===== config.mk =====
export PLATFORM = sky130hd
export DESIGN_NAME = sio_cfg_regs
export DESIGN_NICKNAME = d
export VERILOG_FILES = /design/src/hdl/sio_cfg_pkg.sv /design/src/hdl/sio_cfg_regs.sv
export SDC_FILE = /design/constraint.sdc
export NUM_CORES = 1
export LEC_CHECK = 0
export BUFFER_PORTS_ARGS = -buffer_cell sky130_fd_sc_hd__buf_2
export CAP_MARGIN = 10
export CORE_UTILIZATION = 55
export DETAILED_ROUTE_END_ITERATION = 7
export GPL_TIMING_DRIVEN = 0
export HOLD_SLACK_MARGIN = 0.03
export PLACE_DENSITY_LB_ADDON = 0.25
export SLEW_MARGIN = 20
export SYNTH_ARGS = -nofsm -noshare
export SYNTH_HDL_FRONTEND = slang
export SYNTH_SLANG_ARGS = --single-unit

===== constraint.sdc =====
create_clock -name clock_in -period 6 [get_ports clock_in]
set_input_delay 0.9 -clock clock_in [delete_from_list [all_inputs] [get_ports clock_in]]
set_output_delay 0.9 -clock clock_in [all_outputs]
set_load 0.02 [all_outputs]

===== src/hdl/sio_cfg_pkg.sv =====
package sio_cfg_pkg;
   // ****************************************
   // Access keys and indices
   // ****************************************
   localparam logic [7:0] KEY_LOW = 8'h88;
   localparam logic [7:0] KEY_HIGH = 8'h89;
   localparam logic [7:0] IDX_FLOPPY = 8'h08;
   localparam logic [7:0] IDX_MODE_LOCK = 8'h09;
   localparam logic [7:0] IDX_PORTABLE = 8'h0a;
   localparam logic [7:0] IDX_RSVD_B = 8'h0b;
   localparam logic [7:0] IDX_UART_IR = 8'h0c;
   localparam logic [7:0] IDX_IR_ROUTE = 8'h0d;
   localparam logic [7:0] IDX_LOCK_LAST = 8'h0b;
   // ****************************************
   // Port select codes
   // ****************************************
   localparam logic [1:0] PORT_ENABLE = 2'h0;
   localparam logic [1:0] PORT_INDEX = 2'h1;
   localparam logic [1:0] PORT_DATA = 2'h2;
   localparam logic [1:0] PORT_DRIVE_TYPE = 2'h3;
   // ****************************************
   // Field positions and reset values
   // ****************************************
   localparam int FLP_WRITE_BLOCK = 5;
   localparam int FLP_SOFT_WP = 4;
   localparam int ML_MODE_HI = 7;
   localparam int ML_LOCK = 6;
   localparam int ML_THREE_MODE = 5;
   localparam int PC_FLOPPY_POL = 7;
   localparam int PC_EXT_POL = 6;
   localparam int PC_DIR_POL = 5;
   localparam int PC_DOCK_POL = 4;
   localparam int UC_CLK_A = 7;
   localparam int UC_CLK_B = 6;
   localparam int UC_KEY_SEL = 5;
   localparam int UC_IR_SEL = 3;
   localparam int UC_GPIO_SEL = 2;
   localparam int UC_RX_INV = 1;
   localparam int UC_TX_INV = 0;
   localparam int IR_DUPLEX = 3;
   localparam int DT_CURRENT_LO = 4;
   localparam logic [7:0] FLOPPY_RESET = 8'h00;
   localparam logic [7:0] MODE_LOCK_RESET = 8'h00;
   localparam logic [7:0] PORTABLE_RESET = 8'h00;
   localparam logic [7:0] IR_ROUTE_RESET = 8'h00;
   localparam logic [7:0] DRIVE_TYPE_RESET = 8'h00;
   localparam logic [7:0] UART_IR_RW_MASK = 8'hc3;
   localparam logic [7:0] MODE_LOCK_RW_MASK = 8'he0;
   localparam logic [7:0] IR_ROUTE_RW_MASK = 8'hf8;
   localparam logic [7:0] DRIVE_TYPE_RW_MASK = 8'h30;
   // Uart clock: 24 MHz divided by 13
   localparam int UART_DIV = 13;
   localparam logic [3:0] UART_DIV_LAST = 4'hc;

   // Parallel port modes seen by the extension enable
   typedef struct packed {
      logic adapter;
      logic epp;
      logic ecp;
      logic combined;
   } sio_par_mode_s;

   // Host access strobes with data
   typedef struct packed {
      logic [1:0] port;
      logic wr;
      logic rd;
      logic [7:0] data;
   } sio_host_s;
endpackage : sio_cfg_pkg


===== src/hdl/sio_cfg_regs.sv =====
`timescale 1ns/1ps
module sio_cfg_regs
   import sio_cfg_pkg::*;
#(
   parameter logic [3:0] CHIP_ID = 4'h5 // Arbitrary value
) (
   input wire logic clock_in,
   input wire logic reset_in,
   input wire sio_host_s host_in,
   output logic [7:0] read_data_out,
   input wire logic strap_key_sel_in,
   input wire logic strap_ir_sel_in,
   input wire logic strap_gpio_sel_in,
   input wire logic fdc_write_gate_in,
   input wire logic fdc_write_data_in,
   output logic floppy_write_gate_out,
   output logic floppy_write_stream_out,
   input wire logic drive_write_protect_in,
   output logic write_protect_out,
   input wire logic rate_high_in,
   output logic reduced_write_current_out,
   input wire logic portable_floppy_active_in,
   output logic portable_floppy_enable_out,
   input wire sio_par_mode_s par_mode_in,
   output logic extension_enable_out,
   input wire logic par_bus_input_in,
   input wire logic dock_detect_in,
   output logic dock_detect_out,
   output logic [2:0] parallel_mode_sel_hi_out,
   output logic uart_a_clock_out,
   output logic uart_b_clock_out,
   output logic uart_b_infrared_select_out,
   output logic disk_or_gpio_select_out,
   output logic half_duplex_out,
   input wire logic [1:0] parallel_mode_lo_in,
   input wire logic uart_b_tx_in,
   output logic serial_b_output_out,
   output logic data_bus_direction_out,
   output logic chip_select_one_pin_out,
   input wire logic serial_b_input_in,
   input wire logic chip_select_zero_pin_in,
   input wire logic reside_pin_in,
   output logic uart_b_rx_out
);
   // ****************************************
   // Access path
   // ****************************************
   logic [7:0] function_enable_reg;
   logic [7:0] function_index_reg;
   logic [7:0] floppy_protect_config_reg;
   logic [7:0] mode_lock_id_reg;
   logic [7:0] portable_pin_control_reg;
   logic [7:0] uart_clock_ir_select_reg;
   logic [7:0] ir_pin_route_reg;
   logic [7:0] drive_type_reg;
   logic strap_pending_reg;
   logic [3:0] div_count_reg;
   logic div_clock_reg;
   logic [7:0] key_value;
   logic unlocked;
   logic locked_index;
   logic data_wr;
   logic data_rd;
   logic [7:0] cfg_read;

   assign key_value = uart_clock_ir_select_reg[UC_KEY_SEL] ? KEY_HIGH : KEY_LOW;
   assign unlocked = (function_enable_reg == key_value);
   assign locked_index = mode_lock_id_reg[ML_LOCK] && (function_index_reg <= IDX_LOCK_LAST);
   assign data_wr = host_in.wr && host_in.port == PORT_DATA && unlocked && !locked_index;
   assign data_rd = host_in.rd && host_in.port == PORT_DATA && unlocked;

   always_ff @(posedge clock_in or posedge reset_in) begin
      if (reset_in) begin
         function_enable_reg <= 8'h00;
         function_index_reg <= 8'h00;
      end else begin
         if (host_in.wr && host_in.port == PORT_ENABLE) begin
            function_enable_reg <= host_in.data;
         end
         if (host_in.wr && host_in.port == PORT_INDEX && unlocked) begin
            function_index_reg <= host_in.data;
         end
      end
   end

   // ****************************************
   // Configuration registers
   // ****************************************
   // Mode/lock is index 09, inside the locked range, so it stays writable
   always_ff @(posedge clock_in or posedge reset_in) begin
      if (reset_in) begin
         mode_lock_id_reg <= MODE_LOCK_RESET;
      end else if (host_in.wr && host_in.port == PORT_DATA && unlocked &&
                   function_index_reg == IDX_MODE_LOCK) begin
         mode_lock_id_reg <= host_in.data & MODE_LOCK_RW_MASK;
      end
   end

   always_ff @(posedge clock_in or posedge reset_in) begin
      if (reset_in) begin
         floppy_protect_config_reg <= FLOPPY_RESET;
         portable_pin_control_reg <= PORTABLE_RESET;
         ir_pin_route_reg <= IR_ROUTE_RESET;
      end else if (data_wr) begin
         if (function_index_reg == IDX_FLOPPY) begin
            floppy_protect_config_reg <= host_in.data;
         end
         if (function_index_reg == IDX_PORTABLE) begin
            portable_pin_control_reg <= host_in.data;
         end
         if (function_index_reg == IDX_IR_ROUTE) begin
            ir_pin_route_reg <= host_in.data & IR_ROUTE_RW_MASK;
         end
      end
   end

   // Straps are caught by a clocked load just after reset release
   always_ff @(posedge clock_in or posedge reset_in) begin
      if (reset_in) begin
         strap_pending_reg <= 1'b1;
         uart_clock_ir_select_reg <= 8'h00;
      end else if (strap_pending_reg) begin
         strap_pending_reg <= 1'b0;
         uart_clock_ir_select_reg[UC_KEY_SEL] <= strap_key_sel_in;
         uart_clock_ir_select_reg[UC_IR_SEL] <= strap_ir_sel_in;
         uart_clock_ir_select_reg[UC_GPIO_SEL] <= strap_gpio_sel_in;
      end else if (data_wr && function_index_reg == IDX_UART_IR) begin
         // Strap bits keep their loaded value, or one write could move the key away
         uart_clock_ir_select_reg <= (host_in.data & UART_IR_RW_MASK) |
            (uart_clock_ir_select_reg & ~UART_IR_RW_MASK);
      end
   end

   always_ff @(posedge clock_in or posedge reset_in) begin
      if (reset_in) begin
         drive_type_reg <= DRIVE_TYPE_RESET;
      end else if (host_in.wr && host_in.port == PORT_DRIVE_TYPE &&
                   mode_lock_id_reg[ML_THREE_MODE]) begin
         drive_type_reg <= host_in.data & DRIVE_TYPE_RW_MASK;
      end
   end

   always_comb begin
      unique case (function_index_reg)
         IDX_FLOPPY: cfg_read = floppy_protect_config_reg;
         IDX_MODE_LOCK: cfg_read = {mode_lock_id_reg[7:4], CHIP_ID};
         IDX_PORTABLE: cfg_read = portable_pin_control_reg;
         IDX_UART_IR: cfg_read = uart_clock_ir_select_reg;
         IDX_IR_ROUTE: cfg_read = ir_pin_route_reg;
         default: cfg_read = 8'h00;
      endcase
   end

   always_ff @(posedge clock_in or posedge reset_in) begin
      if (reset_in) begin
         read_data_out <= 8'h00;
      end else if (data_rd) begin
         read_data_out <= locked_index ? 8'h00 : cfg_read;
      end else if (host_in.rd && host_in.port == PORT_DRIVE_TYPE) begin
         read_data_out <= mode_lock_id_reg[ML_THREE_MODE] ? drive_type_reg : 8'h00;
      end else if (host_in.rd && host_in.port == PORT_INDEX) begin
         read_data_out <= function_index_reg;
      end
   end

   // ****************************************
   // Uart clock divider
   // ****************************************
   always_ff @(posedge clock_in or posedge reset_in) begin
      if (reset_in) begin
         div_count_reg <= 4'h0;
         div_clock_reg <= 1'b0;
      end else begin
         div_count_reg <= (div_count_reg == UART_DIV_LAST) ? 4'h0 : div_count_reg + 4'h1;
         div_clock_reg <= (div_count_reg == UART_DIV_LAST);
      end
   end

   // Enables at 24 MHz rate are the system clock itself, here a steady one
   assign uart_a_clock_out = uart_clock_ir_select_reg[UC_CLK_A] ? 1'b1 : div_clock_reg;
   assign uart_b_clock_out = uart_clock_ir_select_reg[UC_CLK_B] ? 1'b1 : div_clock_reg;

   // ****************************************
   // Pin control
   // ****************************************
   logic [1:0] current_mode;
   logic ext_allowed;
   logic ir_mode;
   logic tx_bit;
   logic rx_raw;

   assign current_mode = drive_type_reg[DT_CURRENT_LO +: 2];
   assign floppy_write_gate_out =
      floppy_protect_config_reg[FLP_WRITE_BLOCK] ? 1'b1 : fdc_write_gate_in;
   assign floppy_write_stream_out =
      floppy_protect_config_reg[FLP_WRITE_BLOCK] ? 1'b1 : fdc_write_data_in;
   assign write_protect_out =
      floppy_protect_config_reg[FLP_SOFT_WP] ? 1'b1 : drive_write_protect_in;
   // Undefined code 11 holds normal signalling
   assign reduced_write_current_out = (!mode_lock_id_reg[ML_THREE_MODE] ||
      current_mode == 2'b00 || current_mode == 2'b11) ?
      rate_high_in : current_mode[1];
   assign portable_floppy_enable_out =
      portable_floppy_active_in ~^ portable_pin_control_reg[PC_FLOPPY_POL];
   assign ext_allowed = |(portable_pin_control_reg[3:0] & par_mode_in);
   assign extension_enable_out =
      ext_allowed ~^ portable_pin_control_reg[PC_EXT_POL];
   assign dock_detect_out = dock_detect_in ~^ portable_pin_control_reg[PC_DOCK_POL];
   assign parallel_mode_sel_hi_out =
      {mode_lock_id_reg[ML_MODE_HI], parallel_mode_lo_in};
   assign uart_b_infrared_select_out = uart_clock_ir_select_reg[UC_IR_SEL];
   assign disk_or_gpio_select_out = uart_clock_ir_select_reg[UC_GPIO_SEL];
   assign half_duplex_out = ir_pin_route_reg[IR_DUPLEX];

   // ****************************************
   // Infrared routing
   // ****************************************
   assign ir_mode = !uart_clock_ir_select_reg[UC_IR_SEL];
   assign tx_bit = uart_b_tx_in ^ uart_clock_ir_select_reg[UC_TX_INV];
   always_comb begin
      serial_b_output_out = tx_bit;
      data_bus_direction_out = par_bus_input_in ^ portable_pin_control_reg[PC_DIR_POL];
      chip_select_one_pin_out = 1'b1;
      if (ir_mode) begin
         unique case (ir_pin_route_reg[7:6])
            2'b01: serial_b_output_out = tx_bit;
            2'b10: chip_select_one_pin_out = tx_bit;
            default: data_bus_direction_out = tx_bit;
         endcase
      end
   end

   always_comb begin
      rx_raw = serial_b_input_in;
      if (ir_mode) begin
         unique case (ir_pin_route_reg[5:4])
            2'b00: rx_raw = dock_detect_in;
            2'b01: rx_raw = serial_b_input_in;
            2'b10: rx_raw = chip_select_zero_pin_in;
            2'b11: rx_raw = reside_pin_in;
         endcase
      end
   end
   assign uart_b_rx_out = rx_raw ^ uart_clock_ir_select_reg[UC_RX_INV];

   // ****************************************
   // Checks
   // ****************************************
   a_write_block: assert property (@(posedge clock_in) disable iff (reset_in)
      floppy_protect_config_reg[FLP_WRITE_BLOCK] |-> floppy_write_gate_out && floppy_write_stream_out)
      else $error("write block not forcing high");
   a_soft_protect: assert property (@(posedge clock_in) disable iff (reset_in)
      floppy_protect_config_reg[FLP_SOFT_WP] |-> write_protect_out)
      else $error("soft protect not reported");
   a_key_gate: assert property (@(posedge clock_in) disable iff (reset_in)
      (host_in.wr && host_in.port == PORT_DATA && !unlocked) |=> $stable(portable_pin_control_reg))
      else $error("write accepted without key");
   a_lock_read: assert property (@(posedge clock_in) disable iff (reset_in)
      (data_rd && locked_index) |=> read_data_out == 8'h00)
      else $error("locked read returned data");
   a_lock_write: assert property (@(posedge clock_in) disable iff (reset_in)
      (host_in.wr && host_in.port == PORT_DATA && locked_index)
      |=> $stable(floppy_protect_config_reg) && $stable(portable_pin_control_reg))
      else $error("locked register changed");
   a_chip_id: assert property (@(posedge clock_in) disable iff (reset_in)
      (data_rd && !mode_lock_id_reg[ML_LOCK] && function_index_reg == IDX_MODE_LOCK)
      |=> read_data_out[3:0] == CHIP_ID)
      else $error("chip id wrong");
   a_current_forced: assert property (@(posedge clock_in) disable iff (reset_in)
      (mode_lock_id_reg[ML_THREE_MODE] && current_mode == 2'b10) |-> reduced_write_current_out)
      else $error("rate output not forced high");
   a_current_low: assert property (@(posedge clock_in) disable iff (reset_in)
      (mode_lock_id_reg[ML_THREE_MODE] && current_mode == 2'b01) |-> !reduced_write_current_out)
      else $error("rate output not forced low");
   a_drive_closed: assert property (@(posedge clock_in) disable iff (reset_in)
      (host_in.wr && host_in.port == PORT_DRIVE_TYPE && !mode_lock_id_reg[ML_THREE_MODE])
      |=> $stable(drive_type_reg))
      else $error("drive type written while closed");
   a_strap_load: assert property (@(posedge clock_in) disable iff (reset_in)
      strap_pending_reg |=> uart_clock_ir_select_reg[UC_KEY_SEL] == $past(strap_key_sel_in))
      else $error("strap not captured");
   a_ext_off: assert property (@(posedge clock_in) disable iff (reset_in)
      (portable_pin_control_reg[3:0] == 4'h0)
      |-> extension_enable_out == !portable_pin_control_reg[PC_EXT_POL])
      else $error("extension enable active while disallowed");
   c_unlock_write: cover property (@(posedge clock_in) disable iff (reset_in) data_wr);
   c_locked_read: cover property (@(posedge clock_in) disable iff (reset_in)
      data_rd && locked_index);
   c_ir_route: cover property (@(posedge clock_in) disable iff (reset_in)
      ir_mode && ir_pin_route_reg[7:6] == 2'b10);
   a_index_key: assert property (@(posedge clock_in) disable iff (reset_in)
      (host_in.wr && host_in.port == PORT_INDEX && !unlocked) |=> $stable(function_index_reg))
      else $error("index written without key");
   a_lock_clear: assert property (@(posedge clock_in) disable iff (reset_in)
      (host_in.wr && host_in.port == PORT_DATA && unlocked &&
      function_index_reg == IDX_MODE_LOCK)
      |=> mode_lock_id_reg == ($past(host_in.data) & MODE_LOCK_RW_MASK))
      else $error("mode register write lost");
   a_strap_hold: assert property (@(posedge clock_in) disable iff (reset_in)
      (!strap_pending_reg && data_wr && function_index_reg == IDX_UART_IR)
      |=> $stable(uart_clock_ir_select_reg[UC_KEY_SEL]))
      else $error("key select followed host data");
   a_drive_open: assert property (@(posedge clock_in) disable iff (reset_in)
      (host_in.rd && host_in.port == PORT_DRIVE_TYPE && mode_lock_id_reg[ML_THREE_MODE])
      |=> read_data_out == $past(drive_type_reg))
      else $error("drive type read wrong");
   a_div_period: assert property (@(posedge clock_in) disable iff (reset_in)
      div_clock_reg |-> ##13 div_clock_reg)
      else $error("divided enable period wrong");
   a_cs1_route: assert property (@(posedge clock_in) disable iff (reset_in)
      (ir_mode && ir_pin_route_reg[7:6] == 2'b10)
      |-> chip_select_one_pin_out == (uart_b_tx_in ^ uart_clock_ir_select_reg[UC_TX_INV]))
      else $error("infrared transmit not on chip select one");
   a_cs1_idle: assert property (@(posedge clock_in) disable iff (reset_in)
      (!ir_mode || ir_pin_route_reg[7:6] != 2'b10) |-> chip_select_one_pin_out)
      else $error("chip select one left its idle level");
   a_reside_route: assert property (@(posedge clock_in) disable iff (reset_in)
      (ir_mode && ir_pin_route_reg[5:4] == 2'b11)
      |-> uart_b_rx_out == (reside_pin_in ^ uart_clock_ir_select_reg[UC_RX_INV]))
      else $error("reside pin not routed to receive");
   c_lock_mode_write: cover property (@(posedge clock_in) disable iff (reset_in)
      mode_lock_id_reg[ML_LOCK] && host_in.wr && host_in.port == PORT_DATA &&
      function_index_reg == IDX_MODE_LOCK);
   c_current_undefined: cover property (@(posedge clock_in) disable iff (reset_in)
      mode_lock_id_reg[ML_THREE_MODE] && current_mode == 2'b11);
endmodule : sio_cfg_regs


* Yosys cells after proc, flatten, opt, wreduce, memory -nomap -nowiden
Cells that the tools add are included.
** Storage, ports and cells
- Output and inout port bits :: 27
- Logic and storage cells :: 93
- Bits in registers :: 64
- Input bits :: 34
** Cells by class
- Mux-type cells :: 23
- Add/sub/neg operators :: 1
- Equality and inequality tests :: 16
- Magnitude comparators :: 1
- Bitwise gates (word level) :: 9
- Reductions and logical operators :: 30
** Operators by type and width (count)
- 8-bit by 4-bit equality test with 1-bit output (second input constant) :: 5
- 8-bit one-hot mux with 5 select lines :: 1
- 8-bit 2-to-1 mux :: 4
- 1-bit logical AND :: 15
- 1-bit 2-to-1 mux :: 13
- 2-bit equality test (second input constant) :: 6
- 6-bit 2-to-1 mux :: 2
- 8-bit equality test :: 1
- 8-bit by 4-bit less-or-equal comparator with 1-bit output (second input constant) :: 1
- 8-bit by 6-bit bitwise OR with 8-bit output :: 1
- 2-bit AND reduction :: 4
- 2-bit by 1-bit equality test with 1-bit output (second input constant) :: 3
- 2-bit zero test :: 3
- 4-bit by 1-bit adder with 4-bit output (second input constant) :: 1
- 4-bit AND :: 1
- 4-bit equality test (second input constant) :: 1
- 4-bit 2-to-1 mux :: 1
- 1-bit one-hot mux with 4 select lines :: 1
- 4-bit OR reduction :: 1
- 3-bit nonzero test :: 1
- 1-bit bitwise XNOR :: 3
- 1-bit XOR :: 3
- 1-bit zero test :: 2
- 1-bit logical OR :: 2
- other kinds (4) :: 4

* Depth between registers and ports, before layout
- Depth in word-level cells :: 7
- Gate-level depth with buffers :: 6
- Gate-level depth less buffers :: 5

* Least setup slack after synthesis
Ideal clock, no wire load.
- Path type :: input -> register
- From :: input port host_in[10] (netlist bit)
- To :: register portable_pin_control_reg[0]
- Arrival time :: 2.581 ns
- Slack :: 3.294 ns
- Path buffers :: 1
- Stages :: 5
- Library setup time :: 0.125 ns
- Required time :: 5.875 ns
- Cell sequence :: nand3b_1 -> or4_4 -> or4_4 -> buf_6 -> mux2_4
** Between the ends
- Cells in the longest elaborated chain, start to end :: 5
** RTL lines
- start, declared :: RTL line sio_cfg_regs.sv:9 : input wire sio_host_s host_in,
- 2-bit equality test :: RTL line sio_cfg_regs.sv:69 : assign data_wr = host_in.wr && host_in.port == PORT_DATA && unlocked && !locked_index;
- 1-bit logical AND (3 in a row) :: RTL line sio_cfg_regs.sv:69
- 2-bit AND reduction (no line)
- end signal, assigned :: RTL line sio_cfg_regs.sv:109 : portable_pin_control_reg <= host_in.data;
- end, declared :: RTL line sio_cfg_regs.sv:52 : logic [7:0] portable_pin_control_reg;
No other way between the ends.
A chain may end at the register's enable or synchronous reset.

* Worst setup path in the final report
- From :: register function_enable_reg[4]
- To :: register floppy_protect_config_reg[7]
** Between the ends
- Cells in the longest elaborated chain, start to end :: 4
** RTL lines
- start, declared :: RTL line sio_cfg_regs.sv:48 : logic [7:0] function_enable_reg;
- start signal, assigned :: RTL line sio_cfg_regs.sv:78 : function_enable_reg <= host_in.data;
- 8-bit equality test :: RTL line sio_cfg_regs.sv:67 : assign unlocked = (function_enable_reg == key_value);
- 1-bit logical AND (2 in a row) :: RTL line sio_cfg_regs.sv:69
- 2-bit AND reduction (no line)
- end signal, assigned :: RTL line sio_cfg_regs.sv:106 : floppy_protect_config_reg <= host_in.data;
- end, declared :: RTL line sio_cfg_regs.sv:50 : logic [7:0] floppy_protect_config_reg;
No other way between the ends.

==> run_results.csv <==
group,metric,value,unit
critical_path,critPathCaptureType,"flop",
critical_path,r2r-start,"function_enable_reg[4]",
clock_network,hold_buffers,0,
floorplanning,die_h,79.0,um
cells_and_area,mostFrequentLayoutCells,"dfrtp_1 (62), buf_2 (58), mux2_2 (41)",
floorplanning,die-area,0.00623,mm^2
timing,finalMaxSlewViolations,0,
clock_network,clock_latency,0.34,ns
timing,fin_crit_sh,0.467,
critical_path,start_kind,"flop",
yosys,synth_warnings,0,
timing,setup_viol,0,
yosys,syn-num-nets,318,
yosys,async_reset_ff_frac,1.00,
floorplanning,fp-row-count,27,
clock_network,cts-root-buf,"clkbuf_8",
yosys,seq_area_frac_synth,0.484,
critical_path,startpoint,"function_enable_reg[4]",
timing,hold_viol,0,
floorplanning,start_util,0.581,
route,first_pass_iters,4,
floorplanning,fp.dieW,79.0,um
cells_and_area,final_common_cell,"dfrtp_1",
clock_network,cts_resized,0,
clock_network,cts_setup_buffers,0,
timing,worst_pin_slew,1.14,ns
placed_design,dp.final_hpwl,5480,um
cells_and_area,area_growth,19.4,%
route,wl_per_cell,17.4,um
yosys,synth-seq-cells,63,
timing,setup_ws,3.20,ns
yosys,synth_cell_types,50,
yosys,netlist_area,0.00326,mm^2
critical_path,critical_path_class,"reg -> reg",
yosys,syn_avg_cell_area,11.6,um^2
timing,layout_min_cycle_time,2.80,ns
route,drt_wl_total,7470,um
min_path,hp-start,"div_count_reg[3]",
flow_run,max_cap_viol_count,0,
global_routing,grt-ovfl-total,0,
global_routing,grt_util_all_layers,0.258,
floorplanning,io_pins,61,
yosys,synth-edff-count,0,
placed_design,portBuffers,58,
critical_path,r2r_slack,3.20,ns
yosys,synth_cells,281,
route,vias,2524,
timing,rsz0062_at_grt,"false",
pwr,power.leakage,0.00175,uW
timing,fin_setup_tns,0,ns
global_routing,grt_max_degree,41,
placed_design,place_ws,2.98,ns
critical_path,worst-path-max-fanout,8,
pwr,ir_drop,0.190,mV
run_status,status,"completed",
cells_and_area,n_fill_cell,444,
pwr,power_density,269,mW/mm^2
min_path,worstHoldPathType,"reg -> reg",
timing,max_freq,357,MHz
clock_network,numClockSinks,63,
clock_network,htreeDepth,3,
route,drc_errors,0,
route,antenna_left,0,
yosys,ys.flop_type,"dfrtp_1",
timing,finClkSkew,0.00842,ns
clock_network,cts_buffer_depth,2,
cells_and_area,register_area,0.00158,mm^2
global_routing,antenna_found_initial,0,
cells_and_area,final_nets,388,
clock_network,cts_tree,"done",
global_routing,grt_pass1_wl,11800,um
timing,slew_headroom,0.241,
cells_and_area,drive_above_1_share,0.407,
global_routing,first_global_vias,2354,
critical_path,cp.arrival,3.02,ns
route,drt-initial-drc-count,135,
floorplanning,core_area,0.00561,mm^2
cells_and_area,multi_input_area,0.00156,mm^2
clock_network,cts_buffers,9,
placed_design,place.gp.congestion,0.907,
clock_network,clk_pin_slew,0.07,ns
route,viasPerCell,5.90,
cells_and_area,num_antenna_cells,0,
critical_path,cp.required,6.22,ns
per-stage QoR:
step / area [um^2] / power, uW / hold slack (ns) / util / std cells
floorplan: 3260 / 582 / 0.427 / - / 281
global placement: 3640 / 630 / 0.444 / 0.649 / 411
detailed placement: 3670 / 638 / 0.457 / 0.654 / 412
CTS: 3890 / 1050 / 0.465 / 0.694 / 428
global route: 3890 / 1090 / 0.493 / 0.694 / 428
finish: 3890 / 1040 / 0.468 / 0.694 / 428
cells in the mapped netlist, types with 2 or more instances:
cell type	instances	area (um^2)
nand2b_1	4	25.0
nand2_1	8	30.0
nand3b_1	9	67.6
nor3b_1	3	22.5
clkbuf_1	8	30.0
or4_4	2	22.5
xnor2_1	5	43.8
buf_1	2	7.51
nor4_1	3	18.8
mux2_4	8	120
ha_1	3	37.5
o41ai_1	2	17.5
nor4_2	2	25.0
or2_2	7	43.8
o32ai_1	2	17.5
nand3_1	11	55.1
o22ai_1	2	12.5
mux2i_1	10	100
a31oi_1	6	37.5
inv_1	12	45.0
mux2_2	41	462
o211ai_1	4	30.0
nor2_1	13	48.8
nand4b_1	3	26.3
a21oi_1	11	55.1
nor3_1	6	30.0
dfrtp_1	62	1550
buf_4	3	22.5
xor2_1	3	26.3
o21ai_0	6	30.0
where the power goes:
part           total [uW]  internal, uW  switching [uW]
Clock                 414           256             158
Combinational         154          64.0            90.4
Sequential            476           454            21.4
Total                1040           775             270
critical path, cell delays in order (launching register included):
cell      delay (ns)
dfrtp_1         0.37
or4b_1          0.54
clkbuf_2        0.18
or4_4           0.55
nor4_4          0.64
mux2_2          0.40
per-layer routing:
metal	global-route usage	vias to the layer above	routed length, um	share of wire
met4	0.131	0	242	0.032
met1	0.352	1239	3370	0.45
met3	0.0713	19	418	0.056
met2	0.376	96	3440	0.46
met5	0	-	0	0
li1	-	1170	-	-
cell families after synthesis:
group,Yosys count,share of synthesized area
and+or+nand+nor,79,0.152
DFF,63,0.484
muxes,59,0.209
AOI/OAI and AO/OA,41,0.0830
buffers and inverters,27,0.0373
xor gates and xnor gates,8,0.0215
adders and majority gates,3,0.0115
other,1,0.00115
final timing paths:
path / to / cells past startpoint
min in group asynchronous: div_count_reg[3] / 2
worst min register to register: div_count_reg[3] / 1
worst max register to register: floppy_protect_config_reg[7] / 5
worst min-delay path: div_count_reg[3] / 1
max in group asynchronous: function_index_reg[3] / 3
worst max-delay path: floppy_protect_config_reg[7] / 5
final cells by class:
cell class	count	share of cell area
Multi-Input combinational cell	191	0.402
Tap cell	72	0.0232
Clock buffer	13	0.0408
Inverter	12	0.0122
Buffer	15	0.0196
Clock inverter	3	0.0167
Timing Repair Buffer	59	0.0798
Sequential cell	63	0.406
No activity file was read; power rests on OpenSTA's default activity.
